--- src/spm_cfg.svh ---
// Constants for the serial master: offsets, field positions, reset values
// What this block does
// Full-duplex: receive while transmitting, same clocks
// One done flag per byte, sent and received
// Received bits enter shift register MSB first
// Full byte copied to receive buffer, data read
// Select mode 01 is multi-master, reset default
// Low select in multi-master while enable bit set drops enables, sets fault
// Fault flag raises interrupt when enabled
// Software must re-enable after a fault
// Select mode 00: three-wire, select unused
// Upper select bit set: select driven out
// Four-wire select level follows lower mode bit
// Serial clock is clock over 2*(divisor+1)
// Data write loads and starts a transfer
// Clock only during transfer, transmit MSB first
// Divisor acts only in master operation
`ifndef SPM_CFG_SVH
`define SPM_CFG_SVH
`define SPM_OFS_CTRL      8'hA1
`define SPM_OFS_DIV       8'hA2
`define SPM_OFS_DATA      8'hA3
`define SPM_BIT_EN        0
`define SPM_BIT_IE        1
`define SPM_BIT_SEL_LO    2
`define SPM_BIT_SEL_HI    3
`define SPM_BIT_BUSY      4
`define SPM_BIT_FAULT     5
`define SPM_BIT_MASTER    6
`define SPM_BIT_DONE      7
`define SPM_CTRL_RESET    8'h04
`define SPM_DIV_RESET     8'h00
`define SPM_DATA_RESET    8'h00
`define SPM_LAST_BIT      3'h7
`endif

--- src/spm_pkg.sv ---
// Types shared by the serial master modules
`default_nettype none
package spm_pkg;
	typedef enum logic [1:0]
	{
		SPM_IDLE  = 2'b00,
		SPM_SHIFT = 2'b01,
		SPM_DONE  = 2'b11
	} spm_state_t;
	typedef enum logic [1:0]
	{
		SPM_THREE_WIRE = 2'b00,
		SPM_MULTI      = 2'b01,
		SPM_FOUR_LO    = 2'b10,
		SPM_FOUR_HI    = 2'b11
	} spm_sel_mode_t;
endpackage : spm_pkg
`default_nettype wire

--- src/spm_rate_if.sv ---
// Interface between the shift engine and its rate divider
`default_nettype none
interface spm_rate_if;
	logic       run;
	logic [7:0] divisor;
	logic       tick;
	modport engine (output run, output divisor, input tick);
	modport divider (input run, input divisor, output tick);
endinterface : spm_rate_if
`default_nettype wire

--- src/spm_rate.sv ---
// Rate divider: one tick per half period of the serial clock
`default_nettype none
module spm_rate
(
	input  wire logic   clk,
	input  wire logic   reset,
	spm_rate_if.divider rate
);
	logic [7:0] count;
	logic [7:0] next_count;

	always_comb
	begin
		// Held at zero while idle so every transfer starts on a full half period
		if (!rate.run)
			next_count = 8'h00;
		else if (count == rate.divisor)
			next_count = 8'h00;
		else
			next_count = count + 8'h01;
	end

	always_ff @(posedge clk)
	begin
		if (reset)
			count <= 8'h00;
		else
			count <= next_count;
	end

	assign rate.tick = rate.run && (count == rate.divisor);
endmodule : spm_rate
`default_nettype wire

--- src/spm_top.sv ---
// Serial master with select modes, rate divider and register port
`include "spm_cfg.svh"
`default_nettype none
module spm_top
(
	input  wire logic       clk,
	input  wire logic       reset,
	input  wire logic [7:0] reg_addr,
	input  wire logic       reg_wr,
	input  wire logic       reg_rd,
	input  wire logic [7:0] reg_wdata,
	output logic      [7:0] reg_rdata,
	output logic            irq,
	output logic            sck,
	output logic            sck_oe,
	output logic            mosi,
	input  wire logic       miso,
	input  wire logic       select_in,
	output logic            select_out,
	output logic            select_oe
);
	function automatic logic hit(input logic [7:0] addr,
		input logic [7:0] ofs);
		hit = (addr == ofs);
	endfunction : hit

	spm_rate_if rate ();

	spm_rate u_rate
	(
		.clk   (clk),
		.reset (reset),
		.rate  (rate)
	);

	// Synchronisers for pins
	logic miso_m;
	logic miso_s;
	logic sel_m;
	logic sel_s;

	always_ff @(posedge clk)
	begin
		if (reset)
		begin
			miso_m <= 1'b0;
			miso_s <= 1'b0;
			sel_m  <= 1'b1;
			sel_s  <= 1'b1;
		end
		else
		begin
			miso_m <= miso;
			miso_s <= miso_m;
			sel_m  <= select_in;
			sel_s  <= sel_m;
		end
	end

	// Register state
	logic [7:0] ctrl;
	logic [7:0] divisor;
	logic [7:0] rx_buf;
	logic [7:0] next_ctrl;
	logic [7:0] next_divisor;
	logic [7:0] next_rx_buf;

	// Engine state
	spm_pkg::spm_state_t state;
	spm_pkg::spm_state_t next_state;
	logic [7:0]          tx_sh;
	logic [7:0]          rx_sh;
	logic [2:0]          bit_cnt;
	logic                sck_q;
	logic [7:0]          next_tx_sh;
	logic [7:0]          next_rx_sh;
	logic [2:0]          next_bit_cnt;
	logic                next_sck_q;
	logic [1:0]          smp_d;
	logic [1:0]          next_smp_d;

	spm_pkg::spm_sel_mode_t sel_mode;
	logic                   enabled;
	logic                   fault;
	logic                   start;
	logic                   byte_done;
	logic                   wr_ctrl;

	assign sel_mode = spm_pkg::spm_sel_mode_t'({ctrl[`SPM_BIT_SEL_HI],
		ctrl[`SPM_BIT_SEL_LO]});
	assign enabled  = ctrl[`SPM_BIT_EN] && ctrl[`SPM_BIT_MASTER];
	// Low select from a competing master
	assign fault    = (sel_mode == spm_pkg::SPM_MULTI) && !sel_s
		&& ctrl[`SPM_BIT_EN];
	// Writes during a byte are dropped; no collision flag is kept
	assign start    = reg_wr && hit(reg_addr, `SPM_OFS_DATA) && enabled
		&& (state == spm_pkg::SPM_IDLE) && !fault;
	assign byte_done = (state == spm_pkg::SPM_DONE);
	assign wr_ctrl  = reg_wr && hit(reg_addr, `SPM_OFS_CTRL);

	always_comb
	begin
		next_ctrl    = ctrl;
		next_divisor = divisor;
		next_rx_buf  = rx_buf;
		if (wr_ctrl)
			next_ctrl = reg_wdata;
		next_ctrl[`SPM_BIT_BUSY] = (next_state != spm_pkg::SPM_IDLE);
		if (byte_done)
		begin
			// Last bit may land in the done cycle at divisor 0
			next_rx_buf              = next_rx_sh;
			next_ctrl[`SPM_BIT_DONE] = 1'b1;
		end
		// Hardware never sets the enables back; software must
		if (fault)
		begin
			next_ctrl[`SPM_BIT_MASTER] = 1'b0;
			next_ctrl[`SPM_BIT_EN]     = 1'b0;
			next_ctrl[`SPM_BIT_FAULT]  = 1'b1;
		end
		if (reg_wr && hit(reg_addr, `SPM_OFS_DIV))
			next_divisor = reg_wdata;
	end

	always_ff @(posedge clk)
	begin
		if (reset)
		begin
			ctrl    <= `SPM_CTRL_RESET;
			divisor <= `SPM_DIV_RESET;
			rx_buf  <= `SPM_DATA_RESET;
		end
		else
		begin
			ctrl    <= next_ctrl;
			divisor <= next_divisor;
			rx_buf  <= next_rx_buf;
		end
	end

	// Shift engine, clock idle low, sample on rising, change on falling
	assign rate.run     = (state == spm_pkg::SPM_SHIFT);
	assign rate.divisor = divisor;

	always_comb
	begin
		next_state   = state;
		next_tx_sh   = tx_sh;
		next_rx_sh   = rx_sh;
		next_bit_cnt = bit_cnt;
		next_sck_q   = sck_q;
		next_smp_d   = {smp_d[0], 1'b0};
		case (state)
			spm_pkg::SPM_IDLE:
			begin
				next_sck_q = 1'b0;
				if (start)
				begin
					next_tx_sh   = reg_wdata;
					next_bit_cnt = 3'h0;
					next_state   = spm_pkg::SPM_SHIFT;
				end
			end
			spm_pkg::SPM_SHIFT:
			begin
				if (fault || !enabled)
				begin
					next_sck_q = 1'b0;
					next_state = spm_pkg::SPM_IDLE;
				end
				else if (rate.tick && !sck_q)
				begin
					next_sck_q = 1'b1;
					// Pin is two flops late; sample once they catch up
					next_smp_d[0] = 1'b1;
				end
				else if (rate.tick)
				begin
					next_sck_q = 1'b0;
					next_tx_sh = {tx_sh[6:0], 1'b0};
					next_bit_cnt = bit_cnt + 3'h1;
					if (bit_cnt == `SPM_LAST_BIT)
						next_state = spm_pkg::SPM_DONE;
				end
			end
			spm_pkg::SPM_DONE:
			begin
				next_sck_q = 1'b0;
				next_state = spm_pkg::SPM_IDLE;
			end
			default:
			begin
				next_sck_q = 1'b0;
				next_state = spm_pkg::SPM_IDLE;
			end
		endcase
		if (smp_d[1])
			next_rx_sh = {rx_sh[6:0], miso_s};
	end

	always_ff @(posedge clk)
	begin
		if (reset)
		begin
			state   <= spm_pkg::SPM_IDLE;
			tx_sh   <= 8'h00;
			rx_sh   <= 8'h00;
			bit_cnt <= 3'h0;
			sck_q   <= 1'b0;
			smp_d   <= 2'h0;
		end
		else
		begin
			state   <= next_state;
			tx_sh   <= next_tx_sh;
			rx_sh   <= next_rx_sh;
			bit_cnt <= next_bit_cnt;
			sck_q   <= next_sck_q;
			smp_d   <= next_smp_d;
		end
	end

	// Read port
	logic [7:0] next_rdata;

	always_comb
	begin
		next_rdata = reg_rdata;
		if (reg_rd)
		begin
			if (hit(reg_addr, `SPM_OFS_CTRL))
				next_rdata = ctrl;
			else if (hit(reg_addr, `SPM_OFS_DIV))
				next_rdata = divisor;
			else if (hit(reg_addr, `SPM_OFS_DATA))
				next_rdata = rx_buf;
			else
				next_rdata = 8'h00;
		end
	end

	always_ff @(posedge clk)
	begin
		if (reset)
			reg_rdata <= 8'h00;
		else
			reg_rdata <= next_rdata;
	end

	// Pins
	assign sck    = sck_q;
	assign sck_oe = enabled;
	assign mosi   = tx_sh[7];
	// Select pin: output only in four-wire mode
	assign select_oe  = ctrl[`SPM_BIT_SEL_HI];
	assign select_out = ctrl[`SPM_BIT_SEL_LO];
	assign irq = ctrl[`SPM_BIT_IE]
		&& (ctrl[`SPM_BIT_FAULT] || ctrl[`SPM_BIT_DONE]);
endmodule : spm_top
`default_nettype wire

--- config.mk ---
export PLATFORM = sky130hd
export DESIGN_NAME = spm_top
export DESIGN_NICKNAME = d
export VERILOG_FILES = /design/src/spm_pkg.sv /design/src/spm_rate_if.sv /design/src/spm_rate.sv /design/src/spm_top.sv
export VERILOG_INCLUDE_DIRS = /design/src
export SDC_FILE = /design/constraint.sdc
export NUM_CORES = 1
export LEC_CHECK = 0
export ABC_AREA = 1
export BUFFER_PORTS_ARGS = -buffer_cell sky130_fd_sc_hd__buf_2
export CORE_ASPECT_RATIO = 0.7
export CORE_MARGIN = 3
export CORE_UTILIZATION = 45
export CTS_CLUSTER_DIAMETER = 120
export DETAILED_ROUTE_END_ITERATION = 7
export HOLD_SLACK_MARGIN = 0.1
export PLACE_DENSITY = 0.68
export SLEW_MARGIN = 5
export SYNTH_ARGS = -nofsm -noshare
export SYNTH_HDL_FRONTEND = slang
export SYNTH_SLANG_ARGS = --single-unit
export TNS_END_PERCENT = 1
--- constraint.sdc ---
create_clock -name clk -period 1.9 [get_ports clk]
set_input_delay 0.285 -clock clk [delete_from_list [all_inputs] [get_ports clk]]
set_output_delay 0.285 -clock clk [all_outputs]
set_load 0.02 [all_outputs]
==> summary by stage <==
Cells and area
The sequential standard cell area is 1360 µm². The signed area change from the synthesized netlist to the final layout is 15.5%. The final-stage net count is 475.

The antenna diode instance count is 0. Once layout is complete, the utilization of the core stands at 0.552. The area of the multi-input gates is 1470 µm². Fill cells in the final layout number 634. Of the cells placed in the final design, the portion with a size suffix greater than 1 is 0.171.

Yosys
The synthesized netlist occupies a cell area of 3060 µm². The synthesis-stage register bit count is 68. By instance count, the leading cell after synthesis is sky130_fd_sc_hd__nand2_1. Yosys attributes the largest share of cell area to sky130_fd_sc_hd__dfxtp_1 45%, sky130_fd_sc_hd__nand2_1 11%, sky130_fd_sc_hd__nor2_1 5.9%. The area fraction of the dominant cell type after synthesis is 0.445.

The biggest area contributor in the post-synthesis netlist is sky130_fd_sc_hd__dfxtp_1. The number of instances in the synthesized netlist is 408. After synthesis, the share of flip-flops with an asynchronous set or reset is 0. Of the synthesized area, sequential elements account for 0.445.

The synthesized area per cell is 7.49 µm². The commonest cells after synthesis are 92 x sky130_fd_sc_hd__nand2_1, 68 x sky130_fd_sc_hd__dfxtp_1, 48 x sky130_fd_sc_hd__nor2_1. The most used flip-flop cell after synthesis is sky130_fd_sc_hd__dfxtp_1.

The synthesis warning total is 0. The number of different library cells in the post-synthesis netlist is 34. The synthesized net count is 433.

The number of enable-type register cells in the synthesized netlist is 0.

Route
The detailed-route DRC error count is 0. The highest routing layer actually used is met4. After detailed routing, the wire length on met1 is 3590 µm. The average detailed-routed wire length per instance is 12.4 µm.

The final route contains 2,614 vias. For this run, the detailed router's first-pass iteration total came to 5. The vias per cell is 4.79.

The detailed route wirelength on metal2 is 2700 µm. The number of routed nets with antenna violations is 0. The number of DRC violations after detailed-routing iteration 0 is 117. The wire length on met3 is 441 µm.

The total length of routed wires is 6790 µm.

Global routing
Across every metal layer, demand over resource in global routing totals 0.187. The number of global-route vias before repair is 2,340. The sum of overflow across all layers after global routing is 0. The number of antenna violations at the first check in global routing is 0. The first-pass GRT wire length is 11,400 µm. Entering global routing, the biggest net connects 28 pins.

STA
The final setup violation count is 0. Final hold analysis gives a worst-case slack of 132 ps. The final clock skew is 6.43 ps. Setup repair after global routing left no endpoint under its margin. The hold violation total from the final report was 0. The pin slew with the least headroom to its limit is 515 ps. The maximum operating frequency is 605 MHz. In the post-route analysis, the smallest setup slack over all paths is 247 ps. The total count of max-transition violations in the final report is 0. The sum of negative setup slack is 0 ps.

In the finished design, the share of the clock period the worst path needs comes to 0.870. The worst path needs 1650 ps of the cycle, external delays included. Headroom to the max-slew limit came out at 0.656.

Critical path
The worst setup path is of the reg -> reg kind. The critical path goes through nor2_1 -> nand2_1 -> nand2_1 -> nor2_2 -> nand4_2 -> nand2_4 -> nand2_1 -> nand2_1 -> nor2_1. Among all stages on the critical path, the largest delay is contributed by sky130_fd_sc_hd__dfxtp_1.

The worst endpoint data arrival time is 1890 ps. The nature of the critical path endpoint is a flip-flop. The data required time of the worst path is 2140 ps. The cell occurring most often along the worst timing path is sky130_fd_sc_hd__nand2_1. The kind of start point of the critical path is a flip-flop. The largest stage delay on the critical path is 400 ps. The maximum fanout count along the critical path is 15.

Placement
OpenSTA, run right after detailed placement, puts the worst setup slack at 234 ps. The congestion estimate from routability-driven global placement came to 0.833. The count of buffers from port buffering is 35. The placed wire-length estimate is 5270 µm.

Power
The power density over the cells is 750 nW/µm². The leakage dissipation is 1.65 nW. VDD sags by at most 458 µV.

The design draws 2.65 mW.

Clocking
For this design, the CTS-stage hold fixing added 0 buffers. The number of setup buffers added after CTS is 0. CTS built an H-tree with a depth of 3.

For this design, the sink count on the clock tree is 68. The clock reaches the later pin of the worst-skew pair after 340 ps. The clock slew seen by the registers of the worst setup and hold paths is 70 ps. The longest clock path from root to sink contains 2 buffers. The number of buffers created by CTS is 9. The CTS tree is yes.

Gates resized during post-CTS repair numbered 0. The tree is rooted in a sky130_fd_sc_hd__clkbuf_8.

Run
The max-cap check violation count is 0.

Floorplan
The die boundary height is 75.0 µm. The die extent in x is 105 µm. The number of top-level pins is 36. The floorplan step defined a core boundary enclosing 6400 µm².

The floorplan has 24 rows. For this configuration, the core starts out at a cell density of 0.478. The overall die area is 7830 µm².

Hold path
In this run the worst hold path is classified as in -> reg.

Outcome
The run finished with clean final reports.
==> area by class of cell <==
| cell class | count | share of cell area |
|---|---|---|
| clock inverters | 2 | 0.00992 |
| flip-flops and latches | 68 | 0.386 |
| well taps | 91 | 0.0322 |
| repair buffers | 44 | 0.0687 |
| multi-input cells | 282 | 0.415 |
| clock buffers | 14 | 0.0404 |
| inverters | 45 | 0.0478 |
==> layer usage <==
layer	track usage	vias up
met3	0.0677	9
met2	0.263	57
met4	0.0398	0
met5	0	-
li1	-	1405
met1	0.273	1143
==> cells by family after synthesis <==
logic type               Yosys count  share of synthesized area
AO/OA/AOI/OAI                     60                     0.0999
XOR/XNOR                           7                     0.0201
adder cells (fa/ha/maj)            3                     0.0123
buffers and inverters             58                     0.0749
flip-flops                        68                      0.445
multiplexers                      13                     0.0426
AND/OR/NAND/NOR                  199                      0.305
==> metrics by stage <==
| step | cell area (µm²) | std cells |
|---|---|---|
| 4_1_cts | 3530 | 546 |
| 3_3_place_gp | 3350 | 530 |
| 2_1_floorplan | 3060 | 408 |
| 5_1_grt | 3530 | 546 |
| 3_5_place_dp | 3350 | 530 |
| 6_report | 3530 | 546 |
==> worst max-delay path, delay by kind of cell, from the launching register on <==
family	cells	cell delay, ps
flops	1	400
simple gates	9	1160
==> state kept, by name, summed over array words and instances (netlist names) <==
signal / count
sck: 1
miso_m: 1
tx_sh: 8
u_rate.count: 8
bit_cnt: 3
miso_s: 1
rx_buf: 8
divisor: 8
smp_d: 2
ctrl: 8
rx_sh: 8
reg_rdata: 8
sel_s: 1
state: 2
sel_m: 1
==> worst paths after layout <==
check	depth (start not counted)	start	slack [ps]	to
worst max-delay path	9	ctrl[3]	250	tx_sh[3]
worst min-delay path	2	select_in	130	sel_m
worst max register to register	9	ctrl[3]	250	tx_sh[3]
worst min register to register	2	miso_m	400	miso_s
==> layout by cell type, fill, tap and decap left out, drive strengths merged <==
| cell | Yosys | routed |
|---|---|---|
| clkinv | 1 | 2 |
| or2 | 2 | 2 |
| nor3b | 2 | 2 |
| o21ai | 25 | 25 |
| inv | 44 | 44 |
| o21a | 2 | 2 |
| nor4 | 1 | 1 |
| nand3 | 37 | 37 |
| nand2 | 96 | 96 |
| ha | 3 | 3 |
| buf | 7 | 44 |
| bufinv | 0 | 1 |
| clkbuf | 6 | 14 |
| dfxtp | 68 | 68 |
| nand4 | 4 | 4 |
| a21oi | 33 | 33 |
| nor3 | 5 | 5 |
| xnor2 | 2 | 2 |
| nor2 | 51 | 51 |
| nand3b | 1 | 1 |
| mux2i | 13 | 13 |
| xor2 | 5 | 5 |
==> report_power, final <==
part / internal [mW] / leakage [nW] / switching, mW
sequential: 1.43 / 0.548 / 0.00161
clock: 0.607 / 0.0887 / 0.503
combinational: 0.0373 / 1.01 / 0.0704
total: 2.07 / 1.65 / 0.575
Power figures use the tool's default switching activity.
